<file path="src/inc/eirq_map.svh">
// register map and field positions of the external interrupt pin unit
`ifndef EIRQ_MAP_SVH
`define EIRQ_MAP_SVH
`define EIRQ_ADDR_STATCTL  12'h000
`define EIRQ_ADDR_EVSTAT   12'h004
`define EIRQ_ADDR_EVEN     12'h008
`define EIRQ_ADDR_EVCLR    12'h00C
`define EIRQ_BIT_PDD       6
`define EIRQ_BIT_EDG       5
`define EIRQ_BIT_PE        4
`define EIRQ_BIT_FLAG      3
`define EIRQ_BIT_ACK       2
`define EIRQ_BIT_IE        1
`define EIRQ_BIT_MOD       0
`define EIRQ_EV_PIN        0
`define EIRQ_EV_ACKBLK     1
`define EIRQ_NEV           2
`define EIRQ_CTL_RST       8'h00
`endif

</file>
<file path="src/inc/eirq_pkg.sv">
// types of the external interrupt pin unit
package eirq_pkg;
  typedef struct packed {
    logic [2:0] sync;
    logic       prev;
    logic       stable;
  } eirq_sync_t;

  typedef struct packed {
    logic       pull_disable;
    logic       polarity_select;
    logic       pin_function_enable;
    logic       event_flag;
    logic       request_enable;
    logic       edge_level_mode;
    logic [1:0] ev_status;
    logic [1:0] ev_enable;
    logic [31:0] prdata;
    logic        rd_wait;
  } eirq_state_t;
endpackage : eirq_pkg

</file>
<file path="src/rtl/eirq_unit.sv">
// external interrupt request pin unit with APB register access
//
// Overview of operation
// - pull device on while pin enabled and pull-disable clear; off when set
// - polarity 0 selects falling/low, 1 selects rising/high detection
// - rising polarity gets pull-down, falling polarity gets pull-up
// - pin acts as interrupt input only while pin-enable is 1
// - event flag set on qualifying edge or level; reads 0 when idle
// - writing 1 to acknowledge clears flag; writing 0 ignored; reads 0
// - in edge-and-level mode acknowledge cannot clear flag while pin asserted
// - request enable gates the flag onto the interrupt request
// - mode 0 edge only; mode 1 edges plus sustained levels
//
// Chosen here: the register addresses and register access over APB.
`timescale 1ns/1ns
`include "eirq_map.svh"
module eirq_unit (
  input  wire logic        pclk,
  input  wire logic        presetn,
  input  wire logic        psel,
  input  wire logic        penable,
  input  wire logic        pwrite,
  input  wire logic [11:0] paddr,
  input  wire logic [31:0] pwdata,
  input  wire logic [3:0]  pstrb,
  output logic [31:0]      prdata,
  output logic             pready,
  output logic             pslverr,
  input  wire logic        irq_pin,
  output logic             pull_enable,
  output logic             pull_up,
  output logic             pull_down,
  output logic             irq_req,
  output logic             irq_out
);
  ////////////////////////////////////////////////////////////////////////////
  function automatic logic addr_hit(input logic [11:0] a, input logic [11:0] r);
    addr_hit = (a == r);
  endfunction : addr_hit

  eirq_pkg::eirq_state_t st_r;
  eirq_pkg::eirq_state_t st_nxt;

  logic pin_lvl;
  logic pin_rise;
  logic pin_fall;
  logic acc;
  logic wr;
  logic rd;
  logic wr_lane0;
  logic mapped;
  logic asserted_lvl;
  logic edge_hit;
  logic event_hit;
  logic ack_wr;
  logic ctl_wr;
  logic ack_blocked;
  logic [`EIRQ_NEV-1:0] ev_set;

  eirq_pin_sync u_sync (
    .pclk    (pclk),
    .presetn (presetn),
    .pin_in  (irq_pin),
    .level   (pin_lvl),
    .rise    (pin_rise),
    .fall    (pin_fall)
  );

  ////////////////////////////////////////////////////////////////////////////
  // bus decode; zero wait states for writes, one for reads
  assign acc      = psel & penable;
  assign wr       = acc & pwrite;
  assign rd       = acc & ~pwrite;
  assign wr_lane0 = wr & pstrb[0];
  assign mapped   = addr_hit(paddr, `EIRQ_ADDR_STATCTL) | addr_hit(paddr, `EIRQ_ADDR_EVSTAT) |
                    addr_hit(paddr, `EIRQ_ADDR_EVEN) | addr_hit(paddr, `EIRQ_ADDR_EVCLR);
  assign ctl_wr   = wr_lane0 & addr_hit(paddr, `EIRQ_ADDR_STATCTL);

  ////////////////////////////////////////////////////////////////////////////
  // detection
  assign asserted_lvl = pin_lvl ~^ st_r.polarity_select;
  assign edge_hit     = st_r.polarity_select ? pin_rise : pin_fall;
  assign event_hit    = st_r.pin_function_enable &
                        (edge_hit | (st_r.edge_level_mode & asserted_lvl));
  assign ack_wr       = wr_lane0 & addr_hit(paddr, `EIRQ_ADDR_STATCTL) &
                        pwdata[`EIRQ_BIT_ACK];
  assign ack_blocked  = ack_wr & st_r.edge_level_mode & st_r.pin_function_enable &
                        asserted_lvl;

  assign ev_set[`EIRQ_EV_PIN]    = event_hit;
  assign ev_set[`EIRQ_EV_ACKBLK] = ack_blocked;

  ////////////////////////////////////////////////////////////////////////////
  always_comb begin
    st_nxt        = st_r;
    st_nxt.prdata = st_r.prdata;
    st_nxt.rd_wait = rd & ~st_r.rd_wait;
    // a new event in the acknowledge cycle wins over the clear
    if (ack_wr) begin
      st_nxt.event_flag = 1'b0;
    end
    if (event_hit) begin
      st_nxt.event_flag = 1'b1;
    end
    if (wr_lane0 && addr_hit(paddr, `EIRQ_ADDR_STATCTL)) begin
      st_nxt.pull_disable        = pwdata[`EIRQ_BIT_PDD];
      st_nxt.polarity_select     = pwdata[`EIRQ_BIT_EDG];
      st_nxt.pin_function_enable = pwdata[`EIRQ_BIT_PE];
      st_nxt.request_enable      = pwdata[`EIRQ_BIT_IE];
      st_nxt.edge_level_mode     = pwdata[`EIRQ_BIT_MOD];
    end
    if (wr_lane0 && addr_hit(paddr, `EIRQ_ADDR_EVEN)) begin
      st_nxt.ev_enable = pwdata[`EIRQ_NEV-1:0];
    end
    if (wr_lane0 && addr_hit(paddr, `EIRQ_ADDR_EVCLR)) begin
      st_nxt.ev_status = st_r.ev_status & ~pwdata[`EIRQ_NEV-1:0];
    end
    st_nxt.ev_status = st_nxt.ev_status | ev_set;
    if (rd) begin
      st_nxt.prdata = 32'h0000_0000;
      case (paddr)
        `EIRQ_ADDR_STATCTL: begin
          st_nxt.prdata[`EIRQ_BIT_PDD]  = st_r.pull_disable;
          st_nxt.prdata[`EIRQ_BIT_EDG]  = st_r.polarity_select;
          st_nxt.prdata[`EIRQ_BIT_PE]   = st_r.pin_function_enable;
          st_nxt.prdata[`EIRQ_BIT_FLAG] = st_r.event_flag;
          st_nxt.prdata[`EIRQ_BIT_IE]   = st_r.request_enable;
          st_nxt.prdata[`EIRQ_BIT_MOD]  = st_r.edge_level_mode;
        end
        `EIRQ_ADDR_EVSTAT: begin
          st_nxt.prdata[`EIRQ_NEV-1:0] = st_r.ev_status;
        end
        `EIRQ_ADDR_EVEN: begin
          st_nxt.prdata[`EIRQ_NEV-1:0] = st_r.ev_enable;
        end
        default: begin
          st_nxt.prdata = 32'h0000_0000;
        end
      endcase
    end
  end

  always_ff @(posedge pclk or negedge presetn) begin
    if (!presetn) begin
      st_r <= '0;
    end else begin
      st_r <= st_nxt;
    end
  end

  ////////////////////////////////////////////////////////////////////////////
  // read data is registered, so a read access phase takes one extra cycle; writes take none
  assign pready      = ~rd | st_r.rd_wait;
  assign pslverr     = acc & pready & ~mapped;
  assign prdata      = st_r.prdata;
  assign pull_enable = st_r.pin_function_enable & ~st_r.pull_disable;
  assign pull_down   = pull_enable & st_r.polarity_select;
  assign pull_up     = pull_enable & ~st_r.polarity_select;
  assign irq_req     = st_r.request_enable & st_r.event_flag;
  assign irq_out     = |(st_r.ev_status & st_r.ev_enable);

  ////////////////////////////////////////////////////////////////////////////
  property p_pull_dir;
    @(posedge pclk) disable iff (!presetn)
      pull_enable |-> (pull_up != pull_down) && (pull_down == st_r.polarity_select);
  endproperty
  a_pull_dir: assert property (p_pull_dir) else $error("pull direction wrong");

  property p_pull_en;
    @(posedge pclk) disable iff (!presetn)
      (ctl_wr && pwdata[`EIRQ_BIT_PE] && !pwdata[`EIRQ_BIT_PDD]) |=> pull_enable;
  endproperty
  a_pull_en: assert property (p_pull_en) else $error("pull enable wrong");

  property p_event_sets;
    @(posedge pclk) disable iff (!presetn)
      event_hit |=> st_r.event_flag;
  endproperty
  a_event_sets: assert property (p_event_sets) else $error("flag not set");

  property p_no_spurious;
    @(posedge pclk) disable iff (!presetn)
      (!st_r.event_flag && !event_hit) |=> !st_r.event_flag;
  endproperty
  a_no_spurious: assert property (p_no_spurious) else $error("flag set no event");

  property p_disabled_quiet;
    @(posedge pclk) disable iff (!presetn)
      !st_r.pin_function_enable |-> !event_hit;
  endproperty
  a_disabled_quiet: assert property (p_disabled_quiet) else $error("event while off");

  property p_ack_clears;
    @(posedge pclk) disable iff (!presetn)
      (ack_wr && !event_hit) |=> !st_r.event_flag;
  endproperty
  a_ack_clears: assert property (p_ack_clears) else $error("ack did not clear");

  property p_level_holds;
    @(posedge pclk) disable iff (!presetn)
      (st_r.pin_function_enable && st_r.edge_level_mode && asserted_lvl && ack_wr)
        |=> st_r.event_flag;
  endproperty
  a_level_holds: assert property (p_level_holds) else $error("ack cleared at level");

  property p_req;
    @(posedge pclk) disable iff (!presetn)
      $rose(st_r.event_flag) && st_r.request_enable |-> irq_req;
  endproperty
  a_req: assert property (p_req) else $error("no request");

  property p_edge_only;
    @(posedge pclk) disable iff (!presetn)
      (!st_r.edge_level_mode && !edge_hit) |-> !event_hit;
  endproperty
  a_edge_only: assert property (p_edge_only) else $error("level event in edge mode");

  property p_ack_reads0;
    @(posedge pclk) disable iff (!presetn)
      (rd && addr_hit(paddr, `EIRQ_ADDR_STATCTL)) |=> !prdata[`EIRQ_BIT_ACK];
  endproperty
  a_ack_reads0: assert property (p_ack_reads0) else $error("ack bit read 1");

  ////////////////////////////////////////////////////////////////////////////
  // checks driven from control writes and the pin, not from the output terms

  property p_pull_off;
    @(posedge pclk) disable iff (!presetn)
      (ctl_wr && (!pwdata[`EIRQ_BIT_PE] || pwdata[`EIRQ_BIT_PDD]))
        |=> !pull_enable && !pull_up && !pull_down;
  endproperty
  a_pull_off: assert property (p_pull_off) else $error("pull left on");

  property p_pd_rise;
    @(posedge pclk) disable iff (!presetn)
      (ctl_wr && pwdata[`EIRQ_BIT_PE] && !pwdata[`EIRQ_BIT_PDD] && pwdata[`EIRQ_BIT_EDG])
        |=> pull_down && !pull_up;
  endproperty
  a_pd_rise: assert property (p_pd_rise) else $error("no pull-down for rising");

  property p_pu_fall;
    @(posedge pclk) disable iff (!presetn)
      (ctl_wr && pwdata[`EIRQ_BIT_PE] && !pwdata[`EIRQ_BIT_PDD] && !pwdata[`EIRQ_BIT_EDG])
        |=> pull_up && !pull_down;
  endproperty
  a_pu_fall: assert property (p_pu_fall) else $error("no pull-up for falling");

  property p_fall_event;
    @(posedge pclk) disable iff (!presetn)
      (st_r.pin_function_enable && !st_r.polarity_select && pin_fall) |=> st_r.event_flag;
  endproperty
  a_fall_event: assert property (p_fall_event) else $error("falling edge missed");

  property p_wrong_edge;
    @(posedge pclk) disable iff (!presetn)
      (!st_r.edge_level_mode && !st_r.polarity_select && !pin_fall && !st_r.event_flag)
        |=> !st_r.event_flag;
  endproperty
  a_wrong_edge: assert property (p_wrong_edge) else $error("flag without falling edge");

  property p_level_event;
    @(posedge pclk) disable iff (!presetn)
      (st_r.pin_function_enable && st_r.edge_level_mode && (pin_lvl == st_r.polarity_select))
        |=> st_r.event_flag;
  endproperty
  a_level_event: assert property (p_level_event) else $error("level missed");

  property p_sync_rise;
    @(posedge pclk) disable iff (!presetn)
      pin_rise |-> $past(irq_pin, 3) && $past(irq_pin, 4);
  endproperty
  a_sync_rise: assert property (p_sync_rise) else $error("rise not synchronised");

  property p_sync_fall;
    @(posedge pclk) disable iff (!presetn)
      pin_fall |-> !$past(irq_pin, 3) && !$past(irq_pin, 4);
  endproperty
  a_sync_fall: assert property (p_sync_fall) else $error("fall not synchronised");

  property p_flag_holds;
    @(posedge pclk) disable iff (!presetn)
      (st_r.event_flag && !ack_wr) |=> st_r.event_flag;
  endproperty
  a_flag_holds: assert property (p_flag_holds) else $error("flag lost without ack");

  property p_ev_set;
    @(posedge pclk) disable iff (!presetn)
      event_hit |=> st_r.ev_status[`EIRQ_EV_PIN];
  endproperty
  a_ev_set: assert property (p_ev_set) else $error("pin event status not set");

  property p_blk_set;
    @(posedge pclk) disable iff (!presetn)
      ack_blocked |=> st_r.ev_status[`EIRQ_EV_ACKBLK];
  endproperty
  a_blk_set: assert property (p_blk_set) else $error("refused ack not recorded");

  property p_wr_ready;
    @(posedge pclk) disable iff (!presetn)
      wr |-> pready;
  endproperty
  a_wr_ready: assert property (p_wr_ready) else $error("write stalled");

  property p_rd_wait;
    @(posedge pclk) disable iff (!presetn)
      (psel && !penable && !pwrite) ##1 rd |-> !pready ##1 pready;
  endproperty
  a_rd_wait: assert property (p_rd_wait) else $error("read wait state wrong");

  property p_no_req;
    @(posedge pclk) disable iff (!presetn)
      (ctl_wr && !pwdata[`EIRQ_BIT_IE]) |=> !irq_req;
  endproperty
  a_no_req: assert property (p_no_req) else $error("request while disabled");

  property p_off_quiet;
    @(posedge pclk) disable iff (!presetn)
      (!st_r.pin_function_enable && !st_r.event_flag) |=> !st_r.event_flag;
  endproperty
  a_off_quiet: assert property (p_off_quiet) else $error("flag set while pin off");

  property p_prdata_stable;
    @(posedge pclk) disable iff (!presetn)
      !rd |=> $stable(prdata);
  endproperty
  a_prdata_stable: assert property (p_prdata_stable) else $error("read data moved");
endmodule : eirq_unit

</file>
<file path="src/rtl/eirq_pin_sync.sv">
// three-stage pin synchroniser with edge detection
`timescale 1ns/1ns
module eirq_pin_sync (
  input  wire logic pclk,
  input  wire logic presetn,
  input  wire logic pin_in,
  output logic      level,
  output logic      rise,
  output logic      fall
);
  eirq_pkg::eirq_sync_t st_r;
  eirq_pkg::eirq_sync_t st_nxt;

  always_comb begin
    st_nxt      = st_r;
    st_nxt.sync = {st_r.sync[1:0], pin_in};
    // accept a change only once stages two and three agree
    if (st_r.sync[2] == st_r.sync[1]) begin
      st_nxt.stable = st_r.sync[2];
    end
    st_nxt.prev = st_r.stable;
  end

  always_ff @(posedge pclk or negedge presetn) begin
    if (!presetn) begin
      st_r <= '0;
    end else begin
      st_r <= st_nxt;
    end
  end

  assign level = st_r.stable;
  assign rise  = st_r.stable & ~st_r.prev;
  assign fall  = ~st_r.stable & st_r.prev;
endmodule : eirq_pin_sync

</file>
<file path="config.mk">
export PLATFORM = sky130hd
export DESIGN_NAME = eirq_unit
export DESIGN_NICKNAME = d
export VERILOG_FILES = /design/src/inc/eirq_pkg.sv /design/src/rtl/eirq_unit.sv /design/src/rtl/eirq_pin_sync.sv
export VERILOG_INCLUDE_DIRS = /design/src /design/src/inc
export SDC_FILE = /design/constraint.sdc
export NUM_CORES = 1
export LEC_CHECK = 0
export BUFFER_PORTS_ARGS = -buffer_cell sky130_fd_sc_hd__clkbuf_2
export CORE_ASPECT_RATIO = 0.8
export CORE_MARGIN = 2
export CORE_UTILIZATION = 43
export CTS_BUF_LIST = sky130_fd_sc_hd__clkbuf_8 sky130_fd_sc_hd__clkbuf_16
export CTS_CLUSTER_DIAMETER = 120
export DETAILED_ROUTE_END_ITERATION = 6
export PLACE_DENSITY = 0.94
export SLEW_MARGIN = 20
export SYNTH_ARGS = -nofsm -noshare
export SYNTH_HDL_FRONTEND = slang
export SYNTH_SLANG_ARGS = --single-unit
</file>
<file path="constraint.sdc">
create_clock -name pclk -period 2.6 [get_ports pclk]
set_input_delay 0.26 -clock pclk [delete_from_list [all_inputs] [get_ports pclk]]
set_output_delay 0.26 -clock pclk [all_outputs]
set_load 0.03 [all_outputs]
</file>
# Word-level counts from Yosys, hierarchy flattened
# Cells that the tools add are included.
# word_totals
regBits,22
out_inout_bits,39
# op_classes
n_eq_ne,4
muxes,6
n_bitwise,38
n_reduce_logical,6
# ops
operator,n
$eq 12x4->1 const B,2
$and 1x1->1,20
$eq 12x3->1 const B,1
$logic_not 12->1,1
$not 1->1,8
$pmux 2 s3,1
$or 1x1->1,5
$and 2x2->2,2
$mux 4,1
$logic_and 1x1->1,3
$mux 1,3
$mux 2,1
$not 2->2,1
$or 2x2->2,1
$reduce_bool 2->1,1
$reduce_or 2->1,1
$eq 1x1->1,1
$xnor 1x1->1,1

# Longest topological paths before layout
# Gate-level depths: netlist of run 1.
# logic_depth
ltp_word,9
depth_mapped,5
ltp_nobuf,4

# Modules after synthesis
# A second synthesis of run 1 with hierarchy kept.
# hier_totals
cells_unflattened,123
hier_area_um2,1253.7
# by_module_without_submodules
mod,n_inst,cells_each,area_each_um2
eirq_unit,1,115,1103.6
eirq_pin_sync,1,8,150.1

# Least setup slack after synthesis of run 1
# Ideal clock, no wire load.
# synth_path
path_kind,register to output
from,register st_r[40] (netlist name)
to,output port pull_up
arrival_time_ns,1.423
t_required_ns,2.340
setup_slack_ns,0.917
stages_incl_launch_ff,3
path_cell_list,dfrtp_1 nor2b_1 nor2b_1
# synth_between
elab_chain_len,2
# synth_lines
item,line,text
start: declaration,eirq_unit.sv:41,eirq_pkg::eirq_state_t st_r;
start signal: assignment,eirq_unit.sv:147,st_r <= st_nxt;
$and 1x1->1,eirq_unit.sv:156,assign pull_enable = st_r.pin_function_enable & ~st_r.pull_disable;
named net pull_enable,eirq_unit.sv:30,"output logic pull_enable,"
$and 1x1->1,eirq_unit.sv:158,assign pull_up = pull_enable & ~st_r.polarity_select;
end: declaration,eirq_unit.sv:31,"output logic pull_up,"
# The timed path passes the listed nets, and every way through them passes these cells.

# Worst setup path in the final report of run 1
# layout_path
from,input port pwrite
to,output port pslverr
# layout_between
elab_chain_len,6
# layout_lines
item,line,text
start: declaration,eirq_unit.sv:22,"input wire logic pwrite,"
$not 1->1,eirq_unit.sv:73,assign rd = acc & ~pwrite;
$and 1x1->1,eirq_unit.sv:73,
$not 1->1,eirq_unit.sv:153,assign pready = ~rd | st_r.rd_wait;
$or 1x1->1,eirq_unit.sv:153,
$and 1x1->1 (2 in a row),eirq_unit.sv:154,assign pslverr = acc & pready & ~mapped;
end: declaration,eirq_unit.sv:28,"output logic pslverr,"
# No other way between the ends.

==> flow_metrics.env, run 1 <==
export IMPL_yosysUniqueCellTypes=30
export IMPL_met2_usage=0.2378
export IMPL_clock_path_buffers=2
export IMPL_power_frac_seq=0.536
export IMPL_pwr_share_clk=0.304
export IMPL_crit_buf_inv=2
export IMPL_critPathTopFamily="simple AND/OR/NAND/NOR gates"
export IMPL_wirelength_mm=2.177
export IMPL_p_per_area_mw_per_mm2=472.2
export IMPL_cts_clk_slew_worst_paths_ps=70
export IMPL_dieArea_mm2=0.003391
export IMPL_place_hpwl_mm=1.793
export IMPL_gp_congestion=0.8529
export IMPL_cellLeakagePower_nw=0.7151
export IMPL_vias=860
export IMPL_path_cells="clkbuf_2 > nand3b_1 > or2_2 > and4_1 > clkbuf_2"
export IMPL_cp_common_cell="clkbuf_2"
export IMPL_start_util=0.4535
export IMPL_antenna_found_initial=0
export IMPL_post_route_util=0.4998
export IMPL_cp_data_arrival_time_ps=1460
export IMPL_drt_initial_drc_count=45
export IMPL_grt_busiest_layer="met2"
export IMPL_ir_worst_vdd_mv=0.3026
export IMPL_cts_sinks=22
export IMPL_cts_tree="done"
export IMPL_syn_to_final_growth_pct=10.20
export IMPL_met3_usage=0.04946
export IMPL_drive_above_1_share=0.3533
export IMPL_combPwrFrac=0.159
export IMPL_final_setup_viol_count=0
export IMPL_fin_nets=206
export IMPL_status="complete, no violations"
export IMPL_fin_skew_ps=3.258
export IMPL_crit_type="primary input to output port"
export IMPL_core_area_mm2=0.002786
export IMPL_period_share=0.6607
export IMPL_power_net_switching_mw=0.1829
export IMPL_diodes=0
export IMPL_switching_share=0.2782
export IMPL_grt_overflow_total=0
export IMPL_seq_area_frac_synth=0.4356
export IMPL_tightest_slew_ps=526.9
export IMPL_cts_root_buf="clkbuf_8"
export IMPL_synth_seq_cells=22
export IMPL_min_path_type="primary input to flop"
export IMPL_avgSynthCellArea_um2=10.71
export IMPL_ant_nets=0
export IMPL_synthCells=118
export IMPL_start_kind="primary input"
export IMPL_io_pins=93
export IMPL_crit_path_end_kind="output port"
export IMPL_p_int_mw=0.4746
export IMPL_grt_pass1_vias=793
export IMPL_use_met1=0.1748
export IMPL_die_h_um=52.49
export IMPL_grt_use_total=0.1441
export IMPL_port_buffers=37
export IMPL_max_stage_delay_ps=400
export IMPL_synth_cell_area_mm2=0.001264
export IMPL_num_fill_cells=270
export IMPL_die_x_um=64.61
export IMPL_rsz0062_at_grt="no"
export IMPL_timing_max_cap_violations=0
export IMPL_crit_slowest_cell="or2_2"
export IMPL_synth_warnings=0
export IMPL_grt_pass1_wl_mm=3.622
export IMPL_placementRows=17
export IMPL_min_period_ps=1718
export IMPL_htree_levels=1
export IMPL_wl_per_cell_um=11.58
export IMPL_clk_latency_ps=260
export IMPL_fmax_ghz=0.5822
export IMPL_timing_setup_tns_ps=0
export IMPL_first_pass_iters=4
export IMPL_slew_violations=0
export IMPL_via_per_inst=4.574
export IMPL_final_hold_violation_count=0
export IMPL_path_max_fanout=10
export IMPL_required_ps=2340
export IMPL_maxSlewHeadroom=0.6488
export IMPL_drc_errors=0
export IMPL_cts_made_buffers=3
export IMPL_grt_max_degree=23
[logic make-up after synthesis]
kind of cell | synth area share
DFF | 0.4356
other | 0.002967
buffers and inverters | 0.2089
and+or+nand+nor | 0.1812
xor gates and xnor gates | 0.006932
muxes | 0.07822
AOI/OAI and AO/OA | 0.07821
adders and majority gates | 0.007921
[metal layers]
layer,vias up,part of all wire
met3,4,0.068
met5,-,0
met4,0,0.011
met1,412,0.40
met2,30,0.52
li1,414,-
[worst paths after layout]
kind / cells past startpoint / end / startpoint / slack [ps]
max: 5 / pslverr / pwrite / 880
min: 1 / u_sync.st_nxt[3] / irq_pin / 110
max reg2reg: 3 / st_r[36] / st_r[41] / 1300
min reg2reg: 0 / u_sync.st_nxt[4] / u_sync.st_nxt[3] / 350
max in group asynchronous: 2 / st_r[37] / presetn / 1740
min in group asynchronous: 2 / u_sync.st_r[4] / presetn / 510
[cell usage in the layout, fill, tap and decap left out, types with 2 or more instances in the layout]
cell type	count
nand2_1	5
conb_1	26
nand4_1	2
clkbuf_2	37
a22o_1	5
nor2b_1	2
dfrtp_1	22
inv_1	4
mux2_2	7
and4_1	2
nor2_1	5
nor4_4	2
o21ai_0	5
and2_1	2
a21oi_1	3
mux2i_1	2
nand3_1	3
o31ai_1	2
clkbuf_8	3
[stage by stage]
stage                     cell area (µm²)  power [mW]  hold WS, ps  cells  worst slack, ps
after global routing                 1393      0.6919        89.83    188            763.3
after detailed placement             1341      0.4627        267.6    184            873.5
after CTS                            1393      0.6671        96.69    188            876.3
after floorplan                      1358      0.4593       -35.59    143            917.1
after global placement               1341      0.4600        253.7    184            877.5
final                                1393      0.6575        108.6    188            882.2
[registers in the layout, indices dropped and copies added (netlist names)]
signal / count
u_sync.st_nxt: 2
u_sync.st_r: 2
prdata: 6
u_sync.level: 1
st_r: 11
[cells in the mapped netlist, drive strengths merged]
master / n / area (µm²)
buf: 33 / 245.2
dfrtp: 22 / 550.5
mux2: 7 / 78.83
a22o: 5 / 43.79
nand2: 5 / 18.77
nor2: 5 / 18.77
o21ai: 5 / 25.02
inv: 4 / 15.01
nand3: 4 / 25.02
nor4: 4 / 61.31
a21oi: 3 / 15.01
and2: 2 / 12.51
and4: 2 / 17.52
mux2i: 2 / 20.02
nand4: 2 / 12.51
nor2b: 2 / 12.51
o31ai: 2 / 15.01
clkbuf: 1 / 3.750
conb: 1 / 3.750
maj3: 1 / 10.01
nand3b: 1 / 7.510
nor3: 1 / 5.000
nor4b: 1 / 23.77
or2: 1 / 6.260
or4: 1 / 7.510
xor2: 1 / 8.760
[power groups by stage]
| stage | combinational [mW] | sequential [mW] | clock [mW] |
|---|---|---|---|
| floorplan | 0.101 | 0.358 | 0 |
| global placement | 0.101 | 0.359 | 0 |
| detailed placement | 0.104 | 0.359 | 0 |
| CTS | 0.105 | 0.352 | 0.209 |
| global route | 0.114 | 0.353 | 0.225 |
| finish | 0.105 | 0.353 | 0.200 |
[cell type report]
cell class	instances	area [µm²]	share of cell area
timing repair buffer	38	195.2	0.1402
multi-input combinational	83	543.0	0.3899
clock buffer	3	41.29	0.02965
tap	38	47.55	0.03414
sequential	22	550.5	0.3953
inverter	4	15.01	0.01078
[timing repair]
item | in CTS | in global routing
hold buffers | 1 | 0
endpoints found under the hold margin | 22 | 0
setup buffers | 0 | 0
resized for setup | 0 | 0
Power figures use the tool's default switching activity.
==> run 2: changes to the inputs <==
Settings changed: ABC_AREA set to 1, CORE_UTILIZATION 43 to 41, PLACE_DENSITY 0.94 to 0.89.
Clock period 2.6 ns to 1.7 ns, I/O delays scaled along.
==> run 2 against run 1 <==
Count of clock-buffer cells in the layout is the same. Die area up 8.9%. Area after synthesis up 4.5%. Highest routed layer unchanged. Critical path type is now flop to output port.
==> flow_metrics.env, run 2 <==
export IMPL_r2r_end="st_r[39]"
export IMPL_cp_data_arrival_time_ps=1180
export IMPL_r2r_start="st_r[41]"
export IMPL_cts_made_buffers=3
export IMPL_cellLeakagePower_nw=0.7929
export IMPL_seq_area_frac_synth=0.4171
export IMPL_p_int_mw=0.8821
export IMPL_largest_reg_flops=11
export IMPL_drc_errors=0
export IMPL_synthTopCellsByCount="buf_4, nand2_1, dfrtp_1"
export IMPL_ctsResizeCount=0
export IMPL_port_buffers=37
export IMPL_wl_per_cell_um=9.661
export IMPL_synth_seq_cells=22
export IMPL_first_pass_iters=4
export IMPL_cts_sinks=22
export IMPL_die_x_um=67.44
export IMPL_period_share=0.7962
export IMPL_rsz0062_at_grt="no"
export IMPL_core_area_mm2=0.003085
export IMPL_post_route_util=0.4801
export IMPL_fin_skew_ps=8.569
export IMPL_via_per_inst=4.361
export IMPL_fin_ws_ps=346.5
export IMPL_cts_tree="done"
export IMPL_grt_max_degree=23
export IMPL_cts_root_buf="clkbuf_8"
export IMPL_yosysUniqueCellTypes=25
export IMPL_drt_initial_drc_count=51
export IMPL_syn_to_final_growth_pct=12.23
export IMPL_hold_end="u_sync.st_nxt[3]"
export IMPL_crit_path_end_kind="output port"
export IMPL_power_frac_seq=0.456
export IMPL_grt_overflow_total=0
export IMPL_p_per_area_mw_per_mm2=796.7
export IMPL_cts_clk_slew_worst_paths_ps=80
export IMPL_clock_path_buffers=2
export IMPL_synthCells=153
export IMPL_synth_top_cell_area_share=0.4171
export IMPL_placementRows=18
export IMPL_final_common_cell="clkbuf_2"
export IMPL_required_ps=1530
export IMPL_power_net_switching_mw=0.2981
export IMPL_place_hpwl_mm=1.832
export IMPL_grt_use_total=0.1337
export IMPL_avgSynthCellArea_um2=8.628
export IMPL_grt_pass1_vias=919
export IMPL_timing_max_cap_violations=0
export IMPL_post_cts_buffers=0
export IMPL_synth_cell_area_mm2=0.001320
export IMPL_hold_path_depth=1
export IMPL_die_h_um=54.75
export IMPL_gp_congestion=0.8369
export IMPL_min_from="irq_pin"
export IMPL_synth_edff_count=0
export IMPL_yosys_area_top_type="dfrtp_1"
export IMPL_clk_latency_ps=260
export IMPL_min_path_type="primary input to flop"
export IMPL_drive_above_1_share=0.3048
export IMPL_timing_setup_tns_ps=0
export IMPL_final_hold_violation_count=0
export IMPL_min_period_ps=1354
export IMPL_r2r_cells=5
export IMPL_status="complete, no violations"
export IMPL_start_kind="flop"
export IMPL_ir_worst_vdd_mv=0.5571
export IMPL_crit_type="flop to output port"
export IMPL_diodes=0
export IMPL_async_flop_share=1.000
export IMPL_synth_area_top_cells="dfrtp_1, buf_4, nand2_1, o21ai_0, o31ai_2"
export IMPL_yosysMostFrequentCell="buf_4"
export IMPL_fin_nets=242
export IMPL_synth_warnings=0
export IMPL_regMostFlops="st_r"
export IMPL_r2r_slack_ps=460
export IMPL_path_max_fanout=5
export IMPL_combPwrFrac=0.135
export IMPL_antenna_found_initial=0
export IMPL_cts_hold_buf=1
export IMPL_ys_flop_type="dfrtp_1"
export IMPL_final_setup_viol_count=0
export IMPL_start_util=0.4278
export IMPL_vias=990
export IMPL_layout_common_cells="clkbuf_2, nand2_1, conb_1"
export IMPL_htree_levels=1
export IMPL_wirelength_mm=2.193
export IMPL_fmax_ghz=0.7388
export IMPL_place_ws_ps=459.3
export IMPL_grt_pass1_wl_mm=3.705
export IMPL_pwr_share_clk=0.408
export IMPL_tightest_slew_ps=532.7
export IMPL_io_pins=93
export IMPL_switching_share=0.2526
export IMPL_ant_nets=0
export IMPL_dieArea_mm2=0.003692
export IMPL_slew_violations=0
export IMPL_maxSlewHeadroom=0.6449
run 2: worst max path at each step:
stage | from | end | slack [ps] | cells after the start
after global routing | st_r[41] | pull_down | 250 | 3
after detailed placement | paddr[11] | st_r[39] | 460 | 7
after floorplan | paddr[7] | pslverr | 290 | 5
after global placement | paddr[11] | pslverr | 490 | 6
after CTS | st_r[41] | pull_down | 330 | 3
final | st_r[41] | pull_down | 350 | 3
run 2: logic make-up (layout without fill, tap and decap cells):
family,Yosys count,after routing,synth area share
AO/OA/AOI/OAI,20,20,0.1033
buffers and inverters,48,57,0.2341
other,1,26,0.002841
adder cells (fa/ha/maj),1,1,0.007583
flip-flops,22,22,0.4171
AND/OR/NAND/NOR,61,61,0.2351
run 2: per-layer routing:
metal	vias to the layer above	global-route usage	part of all wire
met1	457	0.1476	0.42
met4	0	0.03061	0.0059
met2	29	0.2508	0.52
met3	3	0.04527	0.058
met5	-	0	0
li1	501	-	-
run 2: final cells by class:
type	instances	area, µm²
sequential	22	550.5
multi-input combinational	108	554.3
fill	303	1604
clock buffer	3	41.29
clock inverter	1	30.03
tap	40	50.05
inverter	14	52.55
timing repair buffer	39	202.7
run 2: power by group through the flow:
stage / sequential, mW / combinational [mW] / clock [mW]
after floorplan: 0.547 / 0.157 / 0
after global routing: 0.540 / 0.177 / 0.522
after global placement: 0.548 / 0.155 / 0
after CTS: 0.539 / 0.160 / 0.494
final: 0.539 / 0.160 / 0.482
after detailed placement: 0.549 / 0.158 / 0
run 2: worst max-delay path, cell delays in order (launching register included):
cell and delay [ps]:
dfrtp_1 370, inv_1 100, nor3_1 200, clkbuf_2 240
run 2: per-stage QoR:
step	hold slack [ps]	std cells	total power, mW	area, µm²
floorplan	-125.6	178	0.7039	1414
global placement	165.9	222	0.7034	1400
detailed placement	177.3	222	0.7075	1400
CTS	4.667	227	1.193	1481
global route	8.480	227	1.239	1481
finish	12.30	227	1.180	1481
==> run 3: changes to the inputs <==
Settings changed: ABC_AREA 1 to 0, CORE_UTILIZATION 41 to 36, PLACE_DENSITY 0.89 to 0.85.
Clock period 1.7 ns to 1.2 ns, I/O delays scaled along.
==> run 3 against run 2 <==
The run now ends with setup timing left. Combinational power grew 69%. Sequential power increased by 41%. Worst setup slack got worse by 430 ps. Clock power is 43% higher. Count of clock-buffer cells in the layout unchanged. Critical path type unchanged. Critical endpoint is now pslverr. Highest routed layer unchanged.
==> flow_metrics.env, run 3 (synthesis results as in run 1) <==
export IMPL_gp_congestion=0.7869
export IMPL_max_stage_delay_ps=370
export IMPL_wl_per_cell_um=11.79
export IMPL_required_ps=1080
export IMPL_cts_sinks=22
export IMPL_cts_clk_slew_worst_paths_ps=80
export IMPL_path_cells="or2_4 > and4_4 > buf_8"
export IMPL_place_hpwl_mm=1.893
export IMPL_grt_max_degree=23
export IMPL_violations="setup timing"
export IMPL_maxSlewHeadroom=0.6434
export IMPL_syn_to_final_growth_pct=35.05
export IMPL_largest_reg_flops=11
export IMPL_min_period_ps=1279
export IMPL_p_total_mw=1.721
export IMPL_period_share=1.065
export IMPL_regArea_um2=550.5
export IMPL_min_path_type="primary input to flop"
export IMPL_crit_slowest_cell="dfrtp_1"
export IMPL_final_hold_violation_count=0
export IMPL_post_route_util=0.5020
export IMPL_placementRows=19
export IMPL_min_from="pwdata[6]"
export IMPL_combPwrFrac=0.157
export IMPL_fin_skew_ps=7.828
export IMPL_ir_worst_vdd_mv=0.4144
export IMPL_clk_latency_ps=270
export IMPL_grt_use_total=0.1299
export IMPL_p_int_mw=1.280
export IMPL_via_per_inst=4.451
export IMPL_crit_path_end_kind="output port"
export IMPL_grt_overflow_total=0
export IMPL_pwr_share_clk=0.400
export IMPL_antenna_found_initial=0
export IMPL_final_setup_viol_count=6
export IMPL_grt_pass1_wl_mm=4.140
export IMPL_htree_levels=1
export IMPL_port_buffers=37
export IMPL_power_frac_seq=0.442
export IMPL_die_x_um=70.24
export IMPL_rsz0062_at_grt="yes"
export IMPL_final_common_cell="clkbuf_2"
export IMPL_die_h_um=57.00
export IMPL_setup_worst_path_start="st_r[0]"
export IMPL_crit_type="flop to output port"
export IMPL_hold_ws_ps=79.21
export IMPL_timing_max_cap_violations=0
export IMPL_r2r_start="u_sync.level"
export IMPL_dieArea_mm2=0.004003
export IMPL_cts_root_buf="clkbuf_8"
export IMPL_diodes=0
export IMPL_timing_setup_tns_ps=-206.2
export IMPL_num_fill_cells=298
export IMPL_clock_path_buffers=2
export IMPL_first_pass_iters=4
export IMPL_power_net_switching_mw=0.4401
export IMPL_fin_nets=228
export IMPL_path_max_fanout=2
export IMPL_fin_cells=215
export IMPL_regMostFlops="st_r"
export IMPL_drive_above_1_share=0.4624
export IMPL_start_util=0.3717
export IMPL_place_ws_ps=-296.0
export IMPL_tightest_slew_ps=534.9
export IMPL_layout_common_cells="clkbuf_2, conb_1, dfrtp_1"
export IMPL_ant_nets=0
export IMPL_grt_pass1_vias=917
export IMPL_fin_area_mm2=0.001707
export IMPL_cts_made_buffers=3
export IMPL_drc_errors=0
export IMPL_cp_data_arrival_time_ps=1160
export IMPL_cts_tree="done"
export IMPL_wirelength_mm=2.535
export IMPL_start_kind="flop"
export IMPL_p_per_area_mw_per_mm2=1008
export IMPL_core_area_mm2=0.003400
export IMPL_io_pins=93
export IMPL_drt_initial_drc_count=54
export IMPL_multi_input_area_um2=583.1
export IMPL_dpl_cell_count=200
export IMPL_vias=957
export IMPL_fin_ws_ps=-78.56
export IMPL_cellLeakagePower_nw=0.8657
export IMPL_placed_area_mm2=0.001455
export IMPL_status="finished with violations"
export IMPL_slew_violations=0
export IMPL_fmax_ghz=0.7821
export IMPL_switching_share=0.2558
==> run 3: cell types whose count changed in the layout (fill, tap and decap cells not counted), moves of 6 or more <==
cell      delta
nand2_1     -21
nand3_1      -6
clkbuf_2     -6
inv_1        -9
buf_6        +7
nor2_1       -6
o21ai_0      -9
buf_4       +15
==> run 3: worst paths after layout <==
check	depth (start not counted)	slack [ps]	end
worst min-delay path	2	80	st_r[42]
worst min register to register	0	350	u_sync.st_nxt[4]
min in group asynchronous	2	370	prdata[5]
worst max register to register	3	-40	st_r[36]
worst max-delay path	3	-80	pslverr
max in group asynchronous	2	470	u_sync.st_nxt[4]
==> run 3: metal layers <==
metal,global-route usage,wire (µm)
met2,0.2089,1285
met5,0,0
met1,0.1657,1033
met3,0.05124,168
met4,0.03297,48
==> run 3: power groups by stage <==
stage          registers, mW  logic, mW  clock network, mW
4_1_cts                0.761      0.264              0.707
2_1_floorplan          0.776      0.225                  0
3_3_place_gp           0.774      0.244                  0
6_report               0.761      0.271              0.689
5_1_grt                0.763      0.290              0.737
3_5_place_dp           0.776      0.248                  0
==> run 3: worst max-delay path: cells and delay by family, from the launching register on <==
family        cells  cell delay, ps
buf+inv           1             130
simple gates      2             390
flops             1             370
==> run 3: final cells by class <==
type                       count  area share
clock inverter                 1     0.01760
multi-input combinational     83      0.3416
timing repair buffer          60      0.2544
clock buffer                   3     0.02419
tap                           42     0.03079
sequential                    22      0.3226
inverter                       4    0.008798
==> run 3: timing repair <==
action | CTS | global route
setup endpoints to repair | 6 | 15
hold buffers | 2 | 0
pin swaps | 8 | 7
buffers inserted | 6 | 3
endpoints found under the hold margin | 23 | 0
gates resized for setup | 17 | 12
